==> src/hw/lin_ctrl_pkg.sv <==
// Constants for the LIN control and auto-sync block
// What this block does
// - Eight-bit control register: enable, master, auto-update, master-update, break, length; resets zero.
// - Header detection and break transmission work only while LIN enable is one.
// - Role select bit accepts a new value only while LIN enable is zero.
// - Auto-sync update enable is write-only; reads return zero in its place.
// - With auto-update on, valid SYNC copies measured divisor to active divisor, raises update interrupt.
// - With auto-update off, valid SYNC only stores measured divisor and raises sync interrupt.
// - Role select one means master mode, zero means slave mode.
// - Measured divisor holds last valid sync result, read-only, acquired only in slave mode.
// - Bit time equals divisor clocks; a zero divisor write is ignored.
package lin_ctrl_pkg;
  // Register indices; byte address is four times the index
  localparam logic [17:0] IDX_CTRL = 18'h0A090;
  localparam logic [17:0] IDX_IRQ_STATUS = 18'h0A0A0;
  localparam logic [17:0] IDX_IRQ_MASK = 18'h0A0A1;
  localparam logic [17:0] IDX_ACTIVE_DIV = 18'h0A0A2;
  localparam logic [17:0] IDX_MEASURED_DIV = 18'h0A0A3;
  localparam int ADDR_W = 20;
  // Control field positions
  localparam int CTRL_ENABLE = 7;
  localparam int CTRL_MASTER = 6;
  localparam int CTRL_AUTO_UPDATE = 5;
  localparam int CTRL_MASTER_UPDATE = 4;
  localparam int CTRL_BREAK = 3;
  localparam int CTRL_BL_LSB = 0;
  localparam logic [7:0] CTRL_RESET = 8'h00;
  // Interrupt bit positions
  localparam int IRQ_BAUD_UPDATE = 0;
  localparam int IRQ_SYNC_RECEIVED = 1;
  localparam int IRQ_BREAK_DONE = 2;
  localparam int IRQ_W = 3;
  localparam logic [2:0] IRQ_RESET = 3'h0;
  // Baud and timing
  localparam logic [15:0] DIV_RESET = 16'h0001;
  localparam logic [15:0] MEASURED_RESET = 16'h0000;
  localparam logic [4:0] BREAK_BASE_BITS = 5'h0D;
  localparam logic [3:0] BREAK_DETECT_BITS = 4'hB;
  localparam logic [2:0] SYNC_FALL_EDGES = 3'h4;
  localparam int SYNC_SHIFT = 3;
  localparam int CNT_W = 20;
endpackage

==> src/hw/sync_field_meter.sv <==
// Break detector and SYNC field bit-time meter
module sync_field_meter
(
  input wire logic clk,
  input wire logic reset_n,
  input wire logic enable,
  input wire logic rx,
  input wire logic [15:0] bit_div,
  output logic sync_valid,
  output logic [15:0] sync_div
);
  typedef enum logic [1:0] {IDLE, BREAK_LOW, WAIT_START, MEASURE} meter_e;
  meter_e state_r;
  meter_e state_nxt;
  logic rx_d_r;
  logic [lin_ctrl_pkg::CNT_W-1:0] cnt_r;
  logic [lin_ctrl_pkg::CNT_W-1:0] cnt_nxt;
  logic [2:0] falls_r;
  logic [2:0] falls_nxt;
  logic valid_r;
  logic [15:0] div_r;
  wire fall = rx_d_r & ~rx;
  wire cnt_max = &cnt_r;
  wire [lin_ctrl_pkg::CNT_W-1:0] break_thr = lin_ctrl_pkg::CNT_W'(bit_div) *
                                             lin_ctrl_pkg::CNT_W'(lin_ctrl_pkg::BREAK_DETECT_BITS);
  wire [15:0] meas = cnt_r[lin_ctrl_pkg::SYNC_SHIFT +: 16];
  wire done = (state_r == MEASURE) && fall && (falls_r == lin_ctrl_pkg::SYNC_FALL_EDGES - 3'h1);

  always_comb
  begin
    state_nxt = state_r;
    cnt_nxt = cnt_max ? cnt_r : cnt_r + 1'b1;
    falls_nxt = falls_r;
    case (state_r)
      IDLE:
      begin
        cnt_nxt = '0;
        if (!rx)
          state_nxt = BREAK_LOW;
      end
      BREAK_LOW:
        if (rx)
        begin
          cnt_nxt = '0;
          state_nxt = (cnt_r >= break_thr) ? WAIT_START : IDLE;
        end
      WAIT_START:
      begin
        cnt_nxt = '0;
        falls_nxt = '0;
        if (cnt_max)
          state_nxt = IDLE;
        else if (fall)
        begin
          // Start-edge cycle counts, so eight bit times give exactly eight divisors
          cnt_nxt = lin_ctrl_pkg::CNT_W'(1);
          state_nxt = MEASURE;
        end
      end
      MEASURE:
      begin
        if (fall)
          falls_nxt = falls_r + 3'h1;
        if (done || cnt_max)
          state_nxt = IDLE;
      end
      default:
        state_nxt = IDLE;
    endcase
  end

  // ----------------------------------------
  // State and result
  // ----------------------------------------
  always_ff @(posedge clk or negedge reset_n)
  begin
    if (!reset_n)
    begin
      state_r <= IDLE;
      rx_d_r <= 1'b1;
      cnt_r <= '0;
      falls_r <= '0;
      valid_r <= 1'b0;
      div_r <= lin_ctrl_pkg::MEASURED_RESET;
    end
    else
    begin
      rx_d_r <= rx;
      state_r <= enable ? state_nxt : IDLE;
      cnt_r <= cnt_nxt;
      falls_r <= falls_nxt;
      // Eight bit times from start edge to bit 7 edge; zero result is no valid sync
      valid_r <= enable && done && (meas != 16'h0000);
      if (enable && done && (meas != 16'h0000))
        div_r <= meas;
    end
  end

  assign sync_valid = valid_r;
  assign sync_div = div_r;
endmodule

==> src/hw/lin_control_auto_sync.sv <==
// LIN control register, auto-baud update and break sender with Avalon-MM slave
module lin_control_auto_sync
(
  input wire logic clk,
  input wire logic reset_n,
  input wire logic [19:0] address,
  input wire logic read,
  input wire logic write,
  input wire logic [3:0] byteenable,
  input wire logic [31:0] writedata,
  output logic [31:0] readdata,
  output logic waitrequest,
  output logic irq,
  input wire logic lin_rx,
  input wire logic uart_tx,
  output logic lin_tx,
  output logic [15:0] active_baud_divisor,
  output logic lin_function_enable,
  output logic master_role_select
);
  // ----------------------------------------
  // Bus handshake: one wait state on every access
  // ----------------------------------------
  logic ack_r;
  logic [31:0] rdata_r;
  wire req = read | write;
  wire wr_fire = write & ack_r;
  wire [17:0] idx = address[19:2];
  wire hit_ctrl = idx == lin_ctrl_pkg::IDX_CTRL;
  wire hit_status = idx == lin_ctrl_pkg::IDX_IRQ_STATUS;
  wire hit_mask = idx == lin_ctrl_pkg::IDX_IRQ_MASK;
  wire hit_div = idx == lin_ctrl_pkg::IDX_ACTIVE_DIV;
  wire hit_meas = idx == lin_ctrl_pkg::IDX_MEASURED_DIV;
  wire wr_ctrl = wr_fire & hit_ctrl & byteenable[0];
  wire wr_status = wr_fire & hit_status & byteenable[0];
  wire wr_mask = wr_fire & hit_mask & byteenable[0];
  wire wr_div = wr_fire & hit_div & (&byteenable[1:0]);

  // ----------------------------------------
  // Control state
  // ----------------------------------------
  logic enable_r;
  logic master_r;
  logic auto_update_r;
  logic master_update_r;
  logic break_cmd_r;
  logic [2:0] break_len_r;
  logic [15:0] div_r;
  logic [lin_ctrl_pkg::IRQ_W-1:0] status_r;
  logic [lin_ctrl_pkg::IRQ_W-1:0] mask_r;
  logic [lin_ctrl_pkg::IRQ_W-1:0] events;
  logic rx_s1_r;
  logic rx_s2_r;
  logic sync_valid;
  logic [15:0] measured_baud_divisor;
  logic tx_r;
  logic [15:0] tick_cnt_r;
  logic [4:0] bit_cnt_r;
  logic break_done;

  wire role_change_ok = wr_ctrl & ~enable_r;
  wire sync_accept = sync_valid & enable_r & ~master_r;
  wire baud_update = sync_accept & auto_update_r;
  wire sync_notice = sync_accept & ~auto_update_r;
  wire break_active = break_cmd_r & enable_r & master_r;
  wire tick = tick_cnt_r == div_r - 16'h0001;
  wire [4:0] break_bits = lin_ctrl_pkg::BREAK_BASE_BITS + {2'b00, break_len_r};
  wire [7:0] ctrl_read = {enable_r, master_r, 1'b0, master_update_r, break_cmd_r, break_len_r};
  wire [31:0] rd_mux = hit_ctrl ? {24'h000000, ctrl_read} :
                       hit_status ? {29'h00000000, status_r} :
                       hit_mask ? {29'h00000000, mask_r} :
                       hit_div ? {16'h0000, div_r} :
                       hit_meas ? {16'h0000, measured_baud_divisor} : 32'h00000000;

  // ----------------------------------------
  // Interrupt events
  // ----------------------------------------
  always_comb
  begin
    events = '0;
    events[lin_ctrl_pkg::IRQ_BAUD_UPDATE] = baud_update;
    events[lin_ctrl_pkg::IRQ_SYNC_RECEIVED] = sync_notice;
    events[lin_ctrl_pkg::IRQ_BREAK_DONE] = break_done;
  end

  // Last tick of the last bit clears the command and flags completion
  assign break_done = break_active & tick & (bit_cnt_r == break_bits - 5'h01);

  // Ack drops after each accept, so back-to-back requests each see one wait state
  always_ff @(posedge clk or negedge reset_n)
  begin
    if (!reset_n)
      ack_r <= 1'b0;
    else
      ack_r <= req & ~ack_r;
  end

  // Read data captured in the wait cycle and held until the next read
  always_ff @(posedge clk or negedge reset_n)
  begin
    if (!reset_n)
      rdata_r <= 32'h00000000;
    else if (read & ~ack_r)
      rdata_r <= rd_mux;
  end

  // ----------------------------------------
  // Control register
  // ----------------------------------------
  always_ff @(posedge clk or negedge reset_n)
  begin
    if (!reset_n)
    begin
      enable_r <= lin_ctrl_pkg::CTRL_RESET[lin_ctrl_pkg::CTRL_ENABLE];
      master_r <= lin_ctrl_pkg::CTRL_RESET[lin_ctrl_pkg::CTRL_MASTER];
      auto_update_r <= lin_ctrl_pkg::CTRL_RESET[lin_ctrl_pkg::CTRL_AUTO_UPDATE];
      master_update_r <= lin_ctrl_pkg::CTRL_RESET[lin_ctrl_pkg::CTRL_MASTER_UPDATE];
      break_cmd_r <= lin_ctrl_pkg::CTRL_RESET[lin_ctrl_pkg::CTRL_BREAK];
      break_len_r <= lin_ctrl_pkg::CTRL_RESET[lin_ctrl_pkg::CTRL_BL_LSB +: 3];
    end
    else
    begin
      if (wr_ctrl)
      begin
        enable_r <= writedata[lin_ctrl_pkg::CTRL_ENABLE];
        auto_update_r <= writedata[lin_ctrl_pkg::CTRL_AUTO_UPDATE];
        master_update_r <= writedata[lin_ctrl_pkg::CTRL_MASTER_UPDATE];
        break_len_r <= writedata[lin_ctrl_pkg::CTRL_BL_LSB +: 3];
      end
      if (role_change_ok)
        master_r <= writedata[lin_ctrl_pkg::CTRL_MASTER];
      // Completion wins over a same-cycle write so a finished break never restarts
      if (break_done)
        break_cmd_r <= 1'b0;
      else if (wr_ctrl)
        break_cmd_r <= writedata[lin_ctrl_pkg::CTRL_BREAK];
    end
  end

  // ----------------------------------------
  // Baud divisor and interrupts
  // ----------------------------------------
  always_ff @(posedge clk or negedge reset_n)
  begin
    if (!reset_n)
    begin
      div_r <= lin_ctrl_pkg::DIV_RESET;
      status_r <= lin_ctrl_pkg::IRQ_RESET;
      mask_r <= lin_ctrl_pkg::IRQ_RESET;
    end
    else
    begin
      // Auto update beats a software write landing in the same cycle
      if (baud_update)
        div_r <= measured_baud_divisor;
      else if (wr_div && writedata[15:0] != 16'h0000)
        div_r <= writedata[15:0];
      // Set wins over write-one-to-clear
      status_r <= (status_r & ~(wr_status ? writedata[lin_ctrl_pkg::IRQ_W-1:0] : '0)) | events;
      if (wr_mask)
        mask_r <= writedata[lin_ctrl_pkg::IRQ_W-1:0];
    end
  end

  // ----------------------------------------
  // Receive pin synchroniser
  // ----------------------------------------
  // Reset to the idle level, so no false break follows reset
  always_ff @(posedge clk or negedge reset_n)
  begin
    if (!reset_n)
    begin
      rx_s1_r <= 1'b1;
      rx_s2_r <= 1'b1;
    end
    else
    begin
      rx_s1_r <= lin_rx;
      rx_s2_r <= rx_s1_r;
    end
  end

  // ----------------------------------------
  // Break sender
  // ----------------------------------------
  always_ff @(posedge clk or negedge reset_n)
  begin
    if (!reset_n)
    begin
      tx_r <= 1'b1;
      tick_cnt_r <= 16'h0000;
      bit_cnt_r <= 5'h00;
    end
    else
    begin
      // Low through the done cycle too, so the break lasts the full count
      tx_r <= break_active ? 1'b0 : uart_tx;
      if (!break_active || tick)
        tick_cnt_r <= 16'h0000;
      else
        tick_cnt_r <= tick_cnt_r + 16'h0001;
      if (!break_active || break_done)
        bit_cnt_r <= 5'h00;
      else if (tick)
        bit_cnt_r <= bit_cnt_r + 5'h01;
    end
  end

  // ----------------------------------------
  // SYNC field meter
  // ----------------------------------------
  // Only slave mode measures; a master owns the bit rate
  sync_field_meter u_meter
  (
    .clk(clk),
    .reset_n(reset_n),
    .enable(enable_r & ~master_r),
    .rx(rx_s2_r),
    .bit_div(div_r),
    .sync_valid(sync_valid),
    .sync_div(measured_baud_divisor)
  );

  // ----------------------------------------
  // Outputs
  // ----------------------------------------
  assign waitrequest = req & ~ack_r;
  assign readdata = rdata_r;
  assign irq = |(status_r & mask_r);
  assign lin_tx = tx_r;
  assign active_baud_divisor = div_r;
  assign lin_function_enable = enable_r;
  assign master_role_select = master_r;
endmodule

==> config.mk <==
export PLATFORM = sky130hd
export DESIGN_NAME = lin_control_auto_sync
export DESIGN_NICKNAME = d
export VERILOG_FILES = /design/src/hw/lin_ctrl_pkg.sv /design/src/hw/sync_field_meter.sv /design/src/hw/lin_control_auto_sync.sv
export SDC_FILE = /design/constraint.sdc
export NUM_CORES = 1
export LEC_CHECK = 0
export ABC_AREA = 1
export BUFFER_PORTS_ARGS = -buffer_cell sky130_fd_sc_hd__buf_2
export CAP_MARGIN = 20
export CORE_MARGIN = 10
export CORE_UTILIZATION = 59
export DETAILED_ROUTE_END_ITERATION = 16
export PLACE_DENSITY = 0.82
export SYNTH_ARGS = -nofsm -noshare
export SYNTH_HDL_FRONTEND = slang
export SYNTH_SLANG_ARGS = --single-unit
==> constraint.sdc <==
create_clock -name clk -period 4.9 [get_ports clk]
set_input_delay 0.735 -clock clk [delete_from_list [all_inputs] [get_ports clk]]
set_output_delay 0.735 -clock clk [all_outputs]
set_load 0.02 [all_outputs]
==> reports/results.txt <==
Final hold viol count: 0
Initial Util: 60.4%
Vias post-DR: 7859
CTS tree: yes
Synth Warn #: 0
Placed insts: 1380
Power per cell area: 261 mW/mm²
Flop pwr share: 38.0%
Vias in the first global route: 7616
First-pass GRT wire length: 37.5 mm
Setup WS post-layout: 0.571 ns
Global route overflow: 0
Largest area contributor in the netlist: dfrtp_1
Worst hold slack: 0.135 ns
Crit path kind: flip-flop to flip-flop
CTS H-Tree Depth: 4
Postcts setup bufs: 0
Drt wl/cell: 16.4 µm
Netlist cell types: 49
CTS clk-pin slew, worst paths: 0.06 ns
Final Setup Violations: 0
RePlAce Congestion: 0.966
Fin util: 69.3%
Fin cells: 1414
Logic pwr share: 4.4%
Area grow syn2layout: 14.7%
Die Y: 139 µm
RR Startpoint: active_baud_divisor[3]
Clk sinks: 114
Pins Over Slew Limit: 0
Pin count of the biggest net entering global routing: 84
1st-pass router iterations: 6
Max clock buf depth: 2
Via-to-Cell Ratio: 5.56
Total power draw: 2.52 mW
Slew margin rel.: 51.7%
Multi-input logic area: 0.00471 mm²
Post-CTS Resized: 0
FFs w/ async S/R, synth: 100%
Sequential fraction of the synthesis area: 34.0%
FMAX: 231 MHz
Reg area: 0.00286 mm²
Tightest Hold Check Type: input pin to asynchronous set/reset pin
Mapped Cells: 1136
Post-route ant nets: 0
Dominant cells by area after synthesis: dfrtp_1 32%, nand2_1 11%, ha_1 9.4%
Total CTS buffers: 17
Post-layout minimum cycle time: 4.33 ns
Area of the die: 0.0194 mm²
Final HPWL DP: 17.3 mm
Finished Cell Area: 0.00966 mm²
Most frequent cell after synthesis: nand2_1
Share of layout cells above drive strength 1: 11.4%
Internal power: 1.97 mW
Initial antenna violation count: 0
TNS Setup: 0 ns
Period utilisation layout: 88.4%
Outcome: complete, no violations
Syn Std Cell Area: 0.00842 mm²
Top cells by instance count after synthesis: 242 x nand2_1, 185 x inv_1, 121 x o21ai_0, 109 x dfrtp_1, 96 x nor2_1
Crit path max fanout: 9
Die width: 139 µm
R2r setup slk: 0.57 ns
Critical path data required time: 5.22 ns
Max cap viols: 0
Worst slew pin tran: 0.722 ns
Io pins: 115
Path depth of the worst reg2reg path: 22
# hold bufs at CTS: 0
#FFs+latches synth: 114
Placed Area: 0.00893 mm²
NumNets Final: 1359
Worst skew pair latency: 0.43 ns
Main synth FF type: dfrtp_1
CP Launch Type: flip-flop
Sw power: 0.550 mW
RSZ-0062 raised after global routing: false
Peak supply drop: 0.266 mV
Setup WS pre-CTS: 0.682 ns
Post-Synthesis Mean Instance Area: 7.41 µm²
Arrival time at the worst endpoint: 4.65 ns
Switching share of power: 21.9%
Drt total wl: 23.2 mm
Antenna Cells: 0
Filler cells: 1138
Rows: 43
DRC Markers: 0
R2r endpoint: u_meter.state_r[1]
Setup Skew: 0.00908 ns
Root Buffer: clkbuf_16
CP endpoint kind: flip-flop
Core area: 0.0139 mm²
Drt initial violations: 586
I/O Buffers: 78
Top-area cell type share of the netlist area: 32.4%
Total track usage: 23.6%
Lkg Pwr: 4.74 nW
Post-synth EDFFs: 0
Clock Power Share: 57.6%
## final cells by class
cell class / instances / share of cell area (%)
tap: 180 / 2.33
inverter: 186 / 7.23
multi-input combinational: 816 / 48.7
sequential: 114 / 29.6
clock inverter: 12 / 2.38
timing repair buffer: 86 / 4.98
clock buffer: 20 / 4.73
## cell usage in the layout (no fill, tap or decap), types with 2 or more instances in the layout
cell type	synthesis	layout
nor3_1	27	27
ha_1	63	63
xor2_1	23	23
buf_4	18	7
a21oi_1	44	44
a22o_1	2	2
nand3b_1	3	3
nor4_1	12	12
bufinv_16	0	6
a21o_1	4	4
buf_2	3	77
inv_1	185	185
nand3_1	55	55
dfrtp_1	109	109
nand2_1	242	242
nand3_2	2	2
nor2_2	6	6
a21boi_0	2	2
o21ai_1	2	2
or2_2	2	2
clkbuf_16	0	17
clkbuf_8	0	2
dfstp_2	5	5
o22ai_1	2	2
nor2_4	2	2
clkinv_4	0	4
a221oi_1	2	2
nand4_1	29	29
clkinvlp_4	0	2
fa_1	13	13
nor2_1	96	96
conb_1	1	16
xnor2_1	24	24
o21ai_0	121	121
a31oi_1	4	4
o22a_1	3	3
## worst max-delay path, stage by stage (launching register included)
cell and delay (ns):
dfrtp_1 0.62, ha_1 0.34, fa_1 0.50, ha_1 0.37
nand2_1 0.06, o21ai_0 0.17, buf_4 0.16, a21oi_1 0.08
o21ai_0 0.36, nand3_1 0.12, nand2_1 0.11, xor2_1 0.19
ha_1 0.26, nand2_1 0.07, inv_1 0.04, nand3_1 0.08
inv_1 0.06, a21oi_1 0.15, nand4_1 0.20, nand2_1 0.11
nand2_1 0.06, nand2_1 0.06, nand2_1 0.04
## power groups by stage
stage / logic (mW) / clock network [mW] / registers, mW
5_1_grt: 0.122 / 1.49 / 0.957
4_1_cts: 0.109 / 1.45 / 0.956
3_5_place_dp: 0.108 / 0 / 0.972
6_report: 0.111 / 1.45 / 0.956
2_1_floorplan: 0.0516 / 0 / 0.980
3_3_place_gp: 0.107 / 0 / 0.972
## metal layers
metal  track usage, %  routed length [µm]  vias to the layer above
met2             39.9               11500                      310
met5                0                   0                        -
met4             10.4                 850                        0
met3             5.48                1600                       64
met1             27.8                9270                     3637
li1                 -                   -                     3848
## sequential cells by signal, indices dropped and copies added (netlist names), 5 cells and up
signal and cells:
active_baud_divisor 16, u_meter.cnt_r 20, readdata 16, bit_cnt_r 5, tick_cnt_r 16, u_meter.sync_div 16
## worst max path at each step
stage | start | endpoint | slack [ns] | depth (start not counted)
floorplan | active_baud_divisor[4] | u_meter.state_r[1] | 1.08 | 23
finish | active_baud_divisor[3] | u_meter.state_r[1] | 0.57 | 22
global route | active_baud_divisor[2] | u_meter.state_r[1] | 0.37 | 24
global placement | active_baud_divisor[3] | u_meter.state_r[1] | 0.76 | 22
CTS | active_baud_divisor[2] | u_meter.state_r[1] | 0.59 | 24
detailed placement | active_baud_divisor[3] | u_meter.state_r[1] | 0.68 | 22
## cells by family after synthesis
logic type / Yosys count / synth area share (%)
compound gates: 194 / 12.4
xor+xnor: 47 / 4.89
fa+ha+maj: 76 / 12.5
buf+inv: 221 / 10.8
flops: 114 / 34.0
mux: 1 / 0.134
other cells: 1 / 0.0446
simple gates: 482 / 25.3
Note: power is estimated with default switching activity, not from simulation.
